==> config.mk <==
export PLATFORM = sky130hd
export DESIGN_NAME = burst_flash_bus
export DESIGN_NICKNAME = d
export VERILOG_FILES = /design/src/rtl/burst_flash_pkg.sv /design/src/rtl/cmd_if.sv /design/src/rtl/cmd_skid_buf.sv /design/src/rtl/burst_flash_bus.sv
export VERILOG_INCLUDE_DIRS = /design/src /design/src/rtl
export SDC_FILE = /design/constraint.sdc
export NUM_CORES = 1
export LEC_CHECK = 0
export ABC_AREA = 1
export BUFFER_PORTS_ARGS = -buffer_cell sky130_fd_sc_hd__clkbuf_2
export CAP_MARGIN = 20
export CORE_MARGIN = 8
export CORE_UTILIZATION = 55
export CTS_BUF_LIST = sky130_fd_sc_hd__clkbuf_16
export DETAILED_ROUTE_END_ITERATION = 7
export PLACE_DENSITY = 0.86
export SLEW_MARGIN = 15
export SYNTH_ARGS = -nofsm -noshare
export SYNTH_HDL_FRONTEND = slang
export SYNTH_SLANG_ARGS = --single-unit
export TNS_END_PERCENT = 10
==> constraint.sdc <==
create_clock -name clk -period 1.6 [get_ports clk]
set_input_delay 0.16 -clock clk [delete_from_list [all_inputs] [get_ports clk]]
set_output_delay 0.16 -clock clk [all_outputs]
set_load 0.02 [all_outputs]
==> src/rtl/burst_flash_consts.svh <==
// Constants for the burst flash bus interface
`ifndef BURST_FLASH_CONSTS_SVH
`define BURST_FLASH_CONSTS_SVH

// ----------------------------------------
// Widths
// ----------------------------------------
`define ADDR_W 20
`define DATA_W 16
`define CNT_W 5
`define WAIT_W 4
`define PAGE_HI 19
`define PAGE_LO 5
`define OFS_HI 4

// ----------------------------------------
// Counter values
// ----------------------------------------
`define CNT_ZERO 5'h00
`define CNT_ONE 5'h01
`define CNT_LAST 5'h1f
`define WAIT_ZERO 4'h0
`define WAIT_ONE 4'h1

// ----------------------------------------
// Timing
// ----------------------------------------
`define CLK_PERIOD_NS 8
`define INIT_ACCESS_NS 65
`define BURST_ACCESS_NS 17
// Longest times, so cycle counts round down
`define INIT_WAIT_CYC (`INIT_ACCESS_NS / `CLK_PERIOD_NS)
`define BURST_WAIT_CYC (`BURST_ACCESS_NS / `CLK_PERIOD_NS)

`endif

==> src/rtl/burst_flash_pkg.sv <==
// Types shared by the burst flash bus interface
`default_nettype none
`include "burst_flash_consts.svh"
package burst_flash_pkg;
	typedef logic [`ADDR_W-1:0] word_addr_t;
	typedef logic [`DATA_W-1:0] word_t;
	typedef logic [`CNT_W-1:0] burst_cnt_t;
	typedef logic [`WAIT_W-1:0] wait_cnt_t;
	typedef enum logic [1:0] {
		ST_ASYNC = 2'h0,
		ST_IDLE = 2'h1,
		ST_INIT = 2'h3,
		ST_BURST = 2'h2
	} burst_state_e;
endpackage
`default_nettype wire

==> src/rtl/cmd_if.sv <==
// Carrier for captured command words between the bus logic and its buffer
`timescale 1ns/100ps
`default_nettype none
interface cmd_if;
	import burst_flash_pkg::*;
	logic valid;
	logic ready;
	word_addr_t addr;
	word_t data;
	modport src (output valid, output addr, output data, input ready);
	modport sink (input valid, input addr, input data, output ready);
endinterface
`default_nettype wire

==> src/rtl/cmd_skid_buf.sv <==
// Two-entry command buffer with registered outputs
`timescale 1ns/100ps
`default_nettype none
module cmd_skid_buf
	import burst_flash_pkg::*;
(
	// Clock and reset
	input wire logic clk,
	input wire logic rst,
	input wire logic flush,
	// Filling and draining sides
	cmd_if.sink in_p,
	cmd_if.src out_p
);
	logic out_valid_q;
	logic spare_valid_q;
	word_addr_t out_addr_q;
	word_addr_t spare_addr_q;
	word_t out_data_q;
	word_t spare_data_q;
	logic in_fire;

	// Ready is registered so the filling side never sees a combinational path
	assign in_fire = in_p.valid && !spare_valid_q;
	assign in_p.ready = !spare_valid_q;
	assign out_p.valid = out_valid_q;
	assign out_p.addr = out_addr_q;
	assign out_p.data = out_data_q;

	always_ff @(posedge clk) begin
		if (rst || flush) begin
			out_valid_q <= 1'b0;
			spare_valid_q <= 1'b0;
		end else if (!out_valid_q || out_p.ready) begin
			if (spare_valid_q) begin
				out_valid_q <= 1'b1;
				spare_valid_q <= 1'b0;
			end else begin
				out_valid_q <= in_fire;
			end
		end else if (in_fire) begin
			spare_valid_q <= 1'b1;
		end
	end

	always_ff @(posedge clk) begin
		if (rst) begin
			out_addr_q <= '0;
			out_data_q <= '0;
			spare_addr_q <= '0;
			spare_data_q <= '0;
		end else if (!out_valid_q || out_p.ready) begin
			out_addr_q <= spare_valid_q ? spare_addr_q : in_p.addr;
			out_data_q <= spare_valid_q ? spare_data_q : in_p.data;
		end else if (in_fire) begin
			spare_addr_q <= in_p.addr;
			spare_data_q <= in_p.data;
		end
	end
endmodule
`default_nettype wire

==> src/rtl/burst_flash_bus.sv <==
// Bus interface of a burst-mode word flash: async reads, command writes, linear-32 bursts
`timescale 1ns/100ps
`default_nettype none
`include "burst_flash_consts.svh"
module burst_flash_bus
	import burst_flash_pkg::*;
(
	// Clock and reset
	input wire logic clk,
	input wire logic rst,
	// Flash pins
	input wire logic hw_reset_n,
	input wire logic chip_sel_n,
	input wire logic out_en_n,
	input wire logic write_en_n,
	input wire logic load_start_addr_n,
	input wire logic advance_word_n,
	input wire word_addr_t word_address,
	input wire word_t data_bus_i,
	output word_t data_bus_o,
	output logic data_bus_oe_n,
	output logic last_word_flag_n,
	output logic ready_busy_n,
	// Array port
	output word_addr_t array_addr,
	input wire word_t array_rdata,
	// Command path to the internal state machine
	output logic cmd_valid,
	input wire logic cmd_ready,
	output word_addr_t cmd_addr,
	output word_t cmd_data,
	input wire logic burst_on,
	input wire logic burst_off,
	input wire logic cmd_reset,
	output logic array_read_mode
);
	// ----------------------------------------
	// State
	// ----------------------------------------
	burst_state_e state_q;
	word_addr_t base_q;
	burst_cnt_t cnt_q;
	wait_cnt_t wait_q;
	word_addr_t array_addr_q;
	word_t data_q;
	logic oe_n_q;
	logic last_n_q;
	logic busy_n_q;
	logic wr_cycle_q;
	logic push_q;
	word_addr_t cmd_addr_q;
	word_t cmd_data_q;
	logic read_mode_q;

	logic sel;
	logic in_burst;
	logic load_acc;
	logic adv_acc;
	logic quiet;
	logic wr_cycle;
	logic wr_start;
	logic latch_now;
	logic rd_drive;
	logic follow_addr;

	cmd_if in_if ();
	cmd_if out_if ();

	// ----------------------------------------
	// Decode
	// ----------------------------------------
	// Select and enables are plain levels each cycle, no edge alignment assumed
	assign sel = hw_reset_n && !chip_sel_n;
	assign in_burst = (state_q != ST_ASYNC);
	assign load_acc = in_burst && sel && write_en_n && !load_start_addr_n;
	assign adv_acc = (state_q == ST_BURST) && sel && write_en_n && load_start_addr_n
		&& !advance_word_n;
	assign quiet = sel && write_en_n && load_start_addr_n && advance_word_n && !burst_off;
	assign wr_cycle = sel && !write_en_n && out_en_n;
	assign wr_start = wr_cycle && !wr_cycle_q;
	assign latch_now = (wait_q == `WAIT_ONE);
	assign rd_drive = sel && !out_en_n && write_en_n;
	assign follow_addr = (state_q == ST_ASYNC) || (state_q == ST_IDLE);

	// ----------------------------------------
	// Mode and burst sequencer
	// ----------------------------------------
	always_ff @(posedge clk) begin
		if (rst || !hw_reset_n) begin
			state_q <= ST_ASYNC;
		end else begin
			case (state_q)
				ST_ASYNC: begin
					if (burst_on) begin
						state_q <= ST_IDLE;
					end
				end
				ST_IDLE: begin
					if (burst_off) begin
						state_q <= ST_ASYNC;
					end else if (load_acc) begin
						state_q <= ST_INIT;
					end
				end
				ST_INIT: begin
					if (burst_off) begin
						state_q <= ST_ASYNC;
					end else if (!sel) begin
						state_q <= ST_IDLE;
					end else if (load_acc) begin
						state_q <= ST_INIT;
					end else if (latch_now) begin
						state_q <= ST_BURST;
					end
				end
				ST_BURST: begin
					if (burst_off) begin
						state_q <= ST_ASYNC;
					end else if (!sel) begin
						state_q <= ST_IDLE;
					end else if (load_acc) begin
						state_q <= ST_INIT;
					end
				end
				default: begin
					state_q <= ST_ASYNC;
				end
			endcase
		end
	end

	// ----------------------------------------
	// Burst position
	// ----------------------------------------
	always_ff @(posedge clk) begin
		if (rst) begin
			base_q <= '0;
			cnt_q <= `CNT_ZERO;
		end else if (load_acc) begin
			base_q <= word_address;
			cnt_q <= `CNT_ZERO;
		end else if (adv_acc) begin
			cnt_q <= cnt_q + `CNT_ONE;
		end
	end

	// Linear wrap keeps the upper address fixed and rolls the low five bits
	always_ff @(posedge clk) begin
		if (rst) begin
			array_addr_q <= '0;
		end else if (load_acc) begin
			array_addr_q <= word_address;
		end else if (adv_acc) begin
			array_addr_q <= {base_q[`PAGE_HI:`PAGE_LO],
				burst_cnt_t'(base_q[`OFS_HI:0] + cnt_q + `CNT_ONE)};
		end else if (follow_addr) begin
			array_addr_q <= word_address;
		end
	end

	// ----------------------------------------
	// Access timer
	// ----------------------------------------
	// Leaving burst mode drops any access in flight, so the timer never runs in async mode
	always_ff @(posedge clk) begin
		if (rst || !sel || burst_off || !in_burst) begin
			wait_q <= `WAIT_ZERO;
		end else if (load_acc) begin
			wait_q <= wait_cnt_t'(`INIT_WAIT_CYC);
		end else if (adv_acc) begin
			wait_q <= wait_cnt_t'(`BURST_WAIT_CYC);
		end else if (wait_q != `WAIT_ZERO) begin
			wait_q <= wait_q - `WAIT_ONE;
		end
	end

	// ----------------------------------------
	// Output word and end-of-burst flag
	// ----------------------------------------
	// In burst the word changes only when an access completes, so it is held across suspend
	always_ff @(posedge clk) begin
		if (rst) begin
			data_q <= '0;
		end else if (follow_addr) begin
			data_q <= array_rdata;
		end else if (latch_now) begin
			data_q <= array_rdata;
		end
	end

	always_ff @(posedge clk) begin
		if (rst || !in_burst || !sel) begin
			last_n_q <= 1'b1;
		end else if (latch_now) begin
			last_n_q <= (cnt_q != `CNT_LAST);
		end
	end

	always_ff @(posedge clk) begin
		if (rst) begin
			oe_n_q <= 1'b1;
		end else begin
			oe_n_q <= !rd_drive;
		end
	end

	// ----------------------------------------
	// Command latches
	// ----------------------------------------
	always_ff @(posedge clk) begin
		if (rst) begin
			wr_cycle_q <= 1'b0;
		end else begin
			wr_cycle_q <= wr_cycle;
		end
	end

	// One capture per write cycle; a write met by a full buffer is dropped and shows as busy
	always_ff @(posedge clk) begin
		if (rst || !hw_reset_n) begin
			push_q <= 1'b0;
		end else begin
			push_q <= wr_start && in_if.ready;
		end
	end

	always_ff @(posedge clk) begin
		if (rst) begin
			cmd_addr_q <= '0;
			cmd_data_q <= '0;
		end else if (wr_start) begin
			cmd_addr_q <= word_address;
			cmd_data_q <= data_bus_i;
		end
	end

	always_ff @(posedge clk) begin
		if (rst) begin
			busy_n_q <= 1'b1;
		end else begin
			busy_n_q <= in_if.ready;
		end
	end

	always_ff @(posedge clk) begin
		if (rst || !hw_reset_n) begin
			read_mode_q <= 1'b1;
		end else if (push_q && in_if.ready) begin
			read_mode_q <= 1'b0;
		end else if (cmd_reset) begin
			read_mode_q <= 1'b1;
		end
	end

	// ----------------------------------------
	// Command buffer
	// ----------------------------------------
	assign in_if.valid = push_q;
	assign in_if.addr = cmd_addr_q;
	assign in_if.data = cmd_data_q;
	assign out_if.ready = cmd_ready;

	cmd_skid_buf u_buf (
		.clk(clk),
		.rst(rst),
		.flush(!hw_reset_n),
		.in_p(in_if.sink),
		.out_p(out_if.src)
	);

	// ----------------------------------------
	// Outputs
	// ----------------------------------------
	assign data_bus_o = data_q;
	assign data_bus_oe_n = oe_n_q;
	assign last_word_flag_n = last_n_q;
	assign ready_busy_n = busy_n_q;
	assign array_addr = array_addr_q;
	assign cmd_valid = out_if.valid;
	assign cmd_addr = out_if.addr;
	assign cmd_data = out_if.data;
	assign array_read_mode = read_mode_q;
endmodule
`default_nettype wire

==> run_summary.xml <==
<?xml version="1.0" encoding="UTF-8"?>
<metrics>
  <group name="status">
    <metric name="run_status" unit="">complete, no violations</metric>
  </group>
  <group name="finish">
    <metric name="area_taken_by_flip_flops_and_latches" unit="µm²">3664</metric>
    <metric name="post_route_cells_drive_above_1_share" unit="">0.1996</metric>
    <metric name="multi_input_comb_area" unit="µm²">2814</metric>
    <metric name="filler_cell_count" unit="">1002</metric>
    <metric name="antenna_cells_inserted" unit="">0</metric>
    <metric name="fin_nets" unit="">1115</metric>
    <metric name="area_growth_syn_to_layout" unit="%">24.14</metric>
    <metric name="fin_util" unit="">0.6968</metric>
  </group>
  <group name="logic_synthesis">
    <metric name="syn_inst" unit="">905</metric>
    <metric name="yosys.cell_types.count" unit="">31</metric>
    <metric name="post_synth_most_frequent_cells" unit="">202 x o21ai_0, 183 x dfxtp_1, 135 x a21oi_1, 92 x nor2_1, 89 x nand2_1</metric>
    <metric name="synth-async-reset-ratio" unit="">0</metric>
    <metric name="synth.largest_area_cell" unit="">dfxtp_1</metric>
    <metric name="synth_edf_count" unit="">0</metric>
    <metric name="yosysMostFrequentCell" unit="">o21ai_0</metric>
    <metric name="synth_nets" unit="">976</metric>
    <metric name="yosysSeqAreaShare" unit="">0.5193</metric>
    <metric name="average_size_of_a_mapped_cell" unit="µm²">7.795</metric>
    <metric name="yosys_most_used_dff" unit="">dfxtp_1</metric>
    <metric name="ys.warnings.count" unit="">0</metric>
    <metric name="synth_top_cells_by_area" unit="">dfxtp_1 52%, o21ai_0 14%, a21oi_1 9.6%, nor2_1 4.9%, nand2_1 4.7%</metric>
    <metric name="synth_top_cell_area_share" unit="">0.5193</metric>
    <metric name="synthesis.area" unit="µm²">7054</metric>
    <metric name="ys_ff_latch" unit="">183</metric>
  </group>
  <group name="critical_path">
    <metric name="arrival" unit="ps">1880</metric>
    <metric name="critical_path.top_delay_family" unit="">adder cells</metric>
    <metric name="cpMaxStageDelayCell" unit="">fa_2</metric>
    <metric name="worst_ep_required_time" unit="ps">1970</metric>
    <metric name="worstSetupStartpointType" unit="">register</metric>
    <metric name="timing.critical_path.cells" unit="">inv_1 -&gt; ha_1 -&gt; inv_1 -&gt; fa_2 -&gt; nand3_1 -&gt; nand3_1 -&gt; nand3_1 -&gt; nand3_1 -&gt; a21oi_1</metric>
    <metric name="rrSetupSlack" unit="ps">80</metric>
    <metric name="worstSetupEndpointType" unit="">register</metric>
    <metric name="path_class" unit="">reg2reg</metric>
    <metric name="crit_top_cell" unit="">nand3_1</metric>
    <metric name="cp_num_buf_inv" unit="">2</metric>
    <metric name="worst_path_largest_cell_delay" unit="ps">370</metric>
    <metric name="critical_path.max_fanout" unit="">4</metric>
  </group>
  <group name="timing">
    <metric name="max_slew.worst_pin.slew" unit="ps">499.4</metric>
    <metric name="fin_crit_sh" unit="">0.9469</metric>
    <metric name="hold_viol_final" unit="">0</metric>
    <metric name="fmax" unit="MHz">660.0</metric>
    <metric name="final-max-slew-violation-count" unit="">0</metric>
    <metric name="remaining_max_slew_budget_at_the_tightest_pin" unit="">0.6667</metric>
    <metric name="timing.final.ws_setup" unit="ps">84.92</metric>
    <metric name="final-setup-viol-count" unit="">0</metric>
    <metric name="period_minus_slack" unit="ps">1515</metric>
    <metric name="fin_setup_tns" unit="ps">0</metric>
    <metric name="hold_slack" unit="ps">13.15</metric>
    <metric name="timing.clock.skew" unit="ps">8.378</metric>
    <metric name="rsz_0062_raised_after_global_routing" unit="">yes</metric>
  </group>
  <group name="clocking">
    <metric name="tritoncts.num_buffers" unit="">17</metric>
    <metric name="h_tree_levels" unit="">4</metric>
    <metric name="cts.path.max_buffers" unit="">2</metric>
    <metric name="tritoncts" unit="">done</metric>
    <metric name="cts.clk_slew.worst_paths" unit="ps">70</metric>
    <metric name="clock_latency" unit="ps">430</metric>
    <metric name="clk_root_buf" unit="">clkbuf_16</metric>
    <metric name="cts.sinks" unit="">183</metric>
  </group>
  <group name="global_routing">
    <metric name="grt_use_total" unit="">0.2115</metric>
    <metric name="global_route_wire_length_before_repair" unit="µm">28370</metric>
    <metric name="global_route.overflow_total" unit="">0</metric>
    <metric name="grt_pass1_vias" unit="">5942</metric>
    <metric name="grt_max_degree" unit="">88</metric>
    <metric name="antenna_found_initial" unit="">0</metric>
  </group>
  <group name="place">
    <metric name="dp_hpwl" unit="µm">11570</metric>
    <metric name="io_buffers" unit="">140</metric>
    <metric name="finalWeightedCongestion" unit="">0.8564</metric>
    <metric name="dpl_ws" unit="ps">39.69</metric>
  </group>
  <group name="route">
    <metric name="dr.first_iter.drc_count" unit="">679</metric>
    <metric name="wl_per_cell" unit="µm">14.43</metric>
    <metric name="antenna_left" unit="">0</metric>
    <metric name="detail_route.vias_per_cell" unit="">5.272</metric>
    <metric name="drt_pass1_iterations" unit="">5</metric>
    <metric name="route.final.wire_length" unit="µm">17730</metric>
    <metric name="post-route-drc-count" unit="">0</metric>
    <metric name="dr_total_vias" unit="">6479</metric>
  </group>
  <group name="pwr">
    <metric name="power-per-cell-area" unit="nW/µm²">1081</metric>
    <metric name="power.internal" unit="mW">7.121</metric>
    <metric name="power.switching" unit="mW">2.344</metric>
    <metric name="p_comb_frac" unit="">0.071</metric>
    <metric name="total_leakage_power" unit="nW">3.884</metric>
    <metric name="total_power" unit="mW">9.464</metric>
    <metric name="clock_power_share" unit="">0.432</metric>
    <metric name="vdd_ir_drop_max" unit="mV">0.5620</metric>
    <metric name="power_frac_seq" unit="">0.497</metric>
    <metric name="switching_share_of_power" unit="">0.2476</metric>
  </group>
  <group name="floorplan">
    <metric name="floorplan.die.height" unit="µm">129.3</metric>
    <metric name="placeableCoreArea" unit="µm²">12570</metric>
    <metric name="fp-row-count" unit="">41</metric>
    <metric name="dieWidth" unit="µm">129.3</metric>
    <metric name="initial_core_util" unit="">0.5613</metric>
    <metric name="floorplan.die_area" unit="µm²">16710</metric>
    <metric name="pin_count" unit="">141</metric>
  </group>
  <group name="worst_hold_path">
    <metric name="worst_hold_path_class" unit="">in2reg</metric>
  </group>
  <group name="job">
    <metric name="max_cap_viols" unit="">0</metric>
  </group>
</metrics>
==> cell usage in the layout (no fill, tap or decap), types with 11 or more instances in the layout <==
cell type and n:
o21ai_0 202, dfxtp_1 183, clkbuf_2 140, a21oi_1 135, nor2_1 91, nand2_1 88
inv_1 78, dlygate4sd3_1 24, clkbuf_16 17, nand3_1 13, o21ai_1 11
==> worst paths after layout <==
kind	cells past startpoint	endpoint	startpoint
worst max-delay path	9	array_addr[4]$_SDFFE_PP0P_	cnt_q[0]$_SDFFE_PP0P_
worst min-delay path	3	cmd_data_q[11]$_SDFFE_PP0P_	data_bus_i[11]
worst max register to register	9	array_addr[4]$_SDFFE_PP0P_	cnt_q[0]$_SDFFE_PP0P_
worst min register to register	1	ready_busy_n$_SDFF_PP1_	u_buf.spare_valid_q$_SDFFE_PP0P_
==> power by group through the flow <==
stage	clock (mW)	sequential (mW)	combinational, mW
2_1_floorplan	0	4.89	0.276
3_3_place_gp	0	4.81	0.595
3_5_place_dp	0	4.81	0.609
4_1_cts	4.15	4.71	0.662
5_1_grt	4.33	4.71	0.744
6_report	4.09	4.71	0.668
==> per-layer routing <==
layer  vias to the layer above  track usage  part of all wire
met5                         -            0                 0
met4                         0      0.08293             0.018
met3                        27      0.06943             0.072
met2                       218       0.3229              0.46
met1                      2949       0.2712              0.45
li1                       3285            -                 -
==> kinds of logic after synthesis <==
family / Yosys count / share of synthesized area
AND/OR/NAND/NOR: 209 / 0.1194
adder cells (fa/ha/maj): 7 / 0.01348
flip-flops: 183 / 0.5193
buffers and inverters: 145 / 0.08567
AO/OA/AOI/OAI: 359 / 0.2597
XOR/XNOR: 2 / 0.002484
==> cell type report <==
type | instances | area share
clock buffers | 17 | 0.04858
clock inverters | 15 | 0.01772
repair inverters | 2 | 0.001715
repair buffers | 180 | 0.1316
flip-flops and latches | 183 | 0.4183
multi-input cells | 577 | 0.3213
inverters | 83 | 0.03615
well taps | 172 | 0.02457
==> tightest hold or removal path, delay by kind of cell <==
family / cells / cell delay (ps)
buf+inv: 1 / 70
compound gates: 2 / 170
==> registers in the layout (all words and copies together), names as in the netlist, 2 cells and up <==
register / count
array_addr: 20
base_q: 20
cmd_addr_q: 20
cmd_data_q: 16
cnt_q: 5
data_bus_o: 16
state_q: 2
u_buf.out_p.addr: 20
u_buf.out_p.data: 16
u_buf.spare_addr_q: 20
u_buf.spare_data_q: 16
wait_q: 4
==> through the flow <==
| stage | area (µm²) | cells |
|---|---|---|
| floorplan | 7054 | 905 |
| global placement | 7879 | 1170 |
| detailed placement | 7879 | 1170 |
| CTS | 8700 | 1226 |
| global route | 8757 | 1229 |
| finish | 8757 | 1229 |
==> what timing repair did <==
| action | CTS | global route |
|---|---|---|
| endpoints found under the setup margin | 0 | 21 |
| hold buffers | 24 | 0 |
| endpoints found under the hold margin | 25 | 0 |
| buffers inserted | 0 | 1 |
| resized for setup | 0 | 10 |
Note: power is estimated with default switching activity, not from simulation.
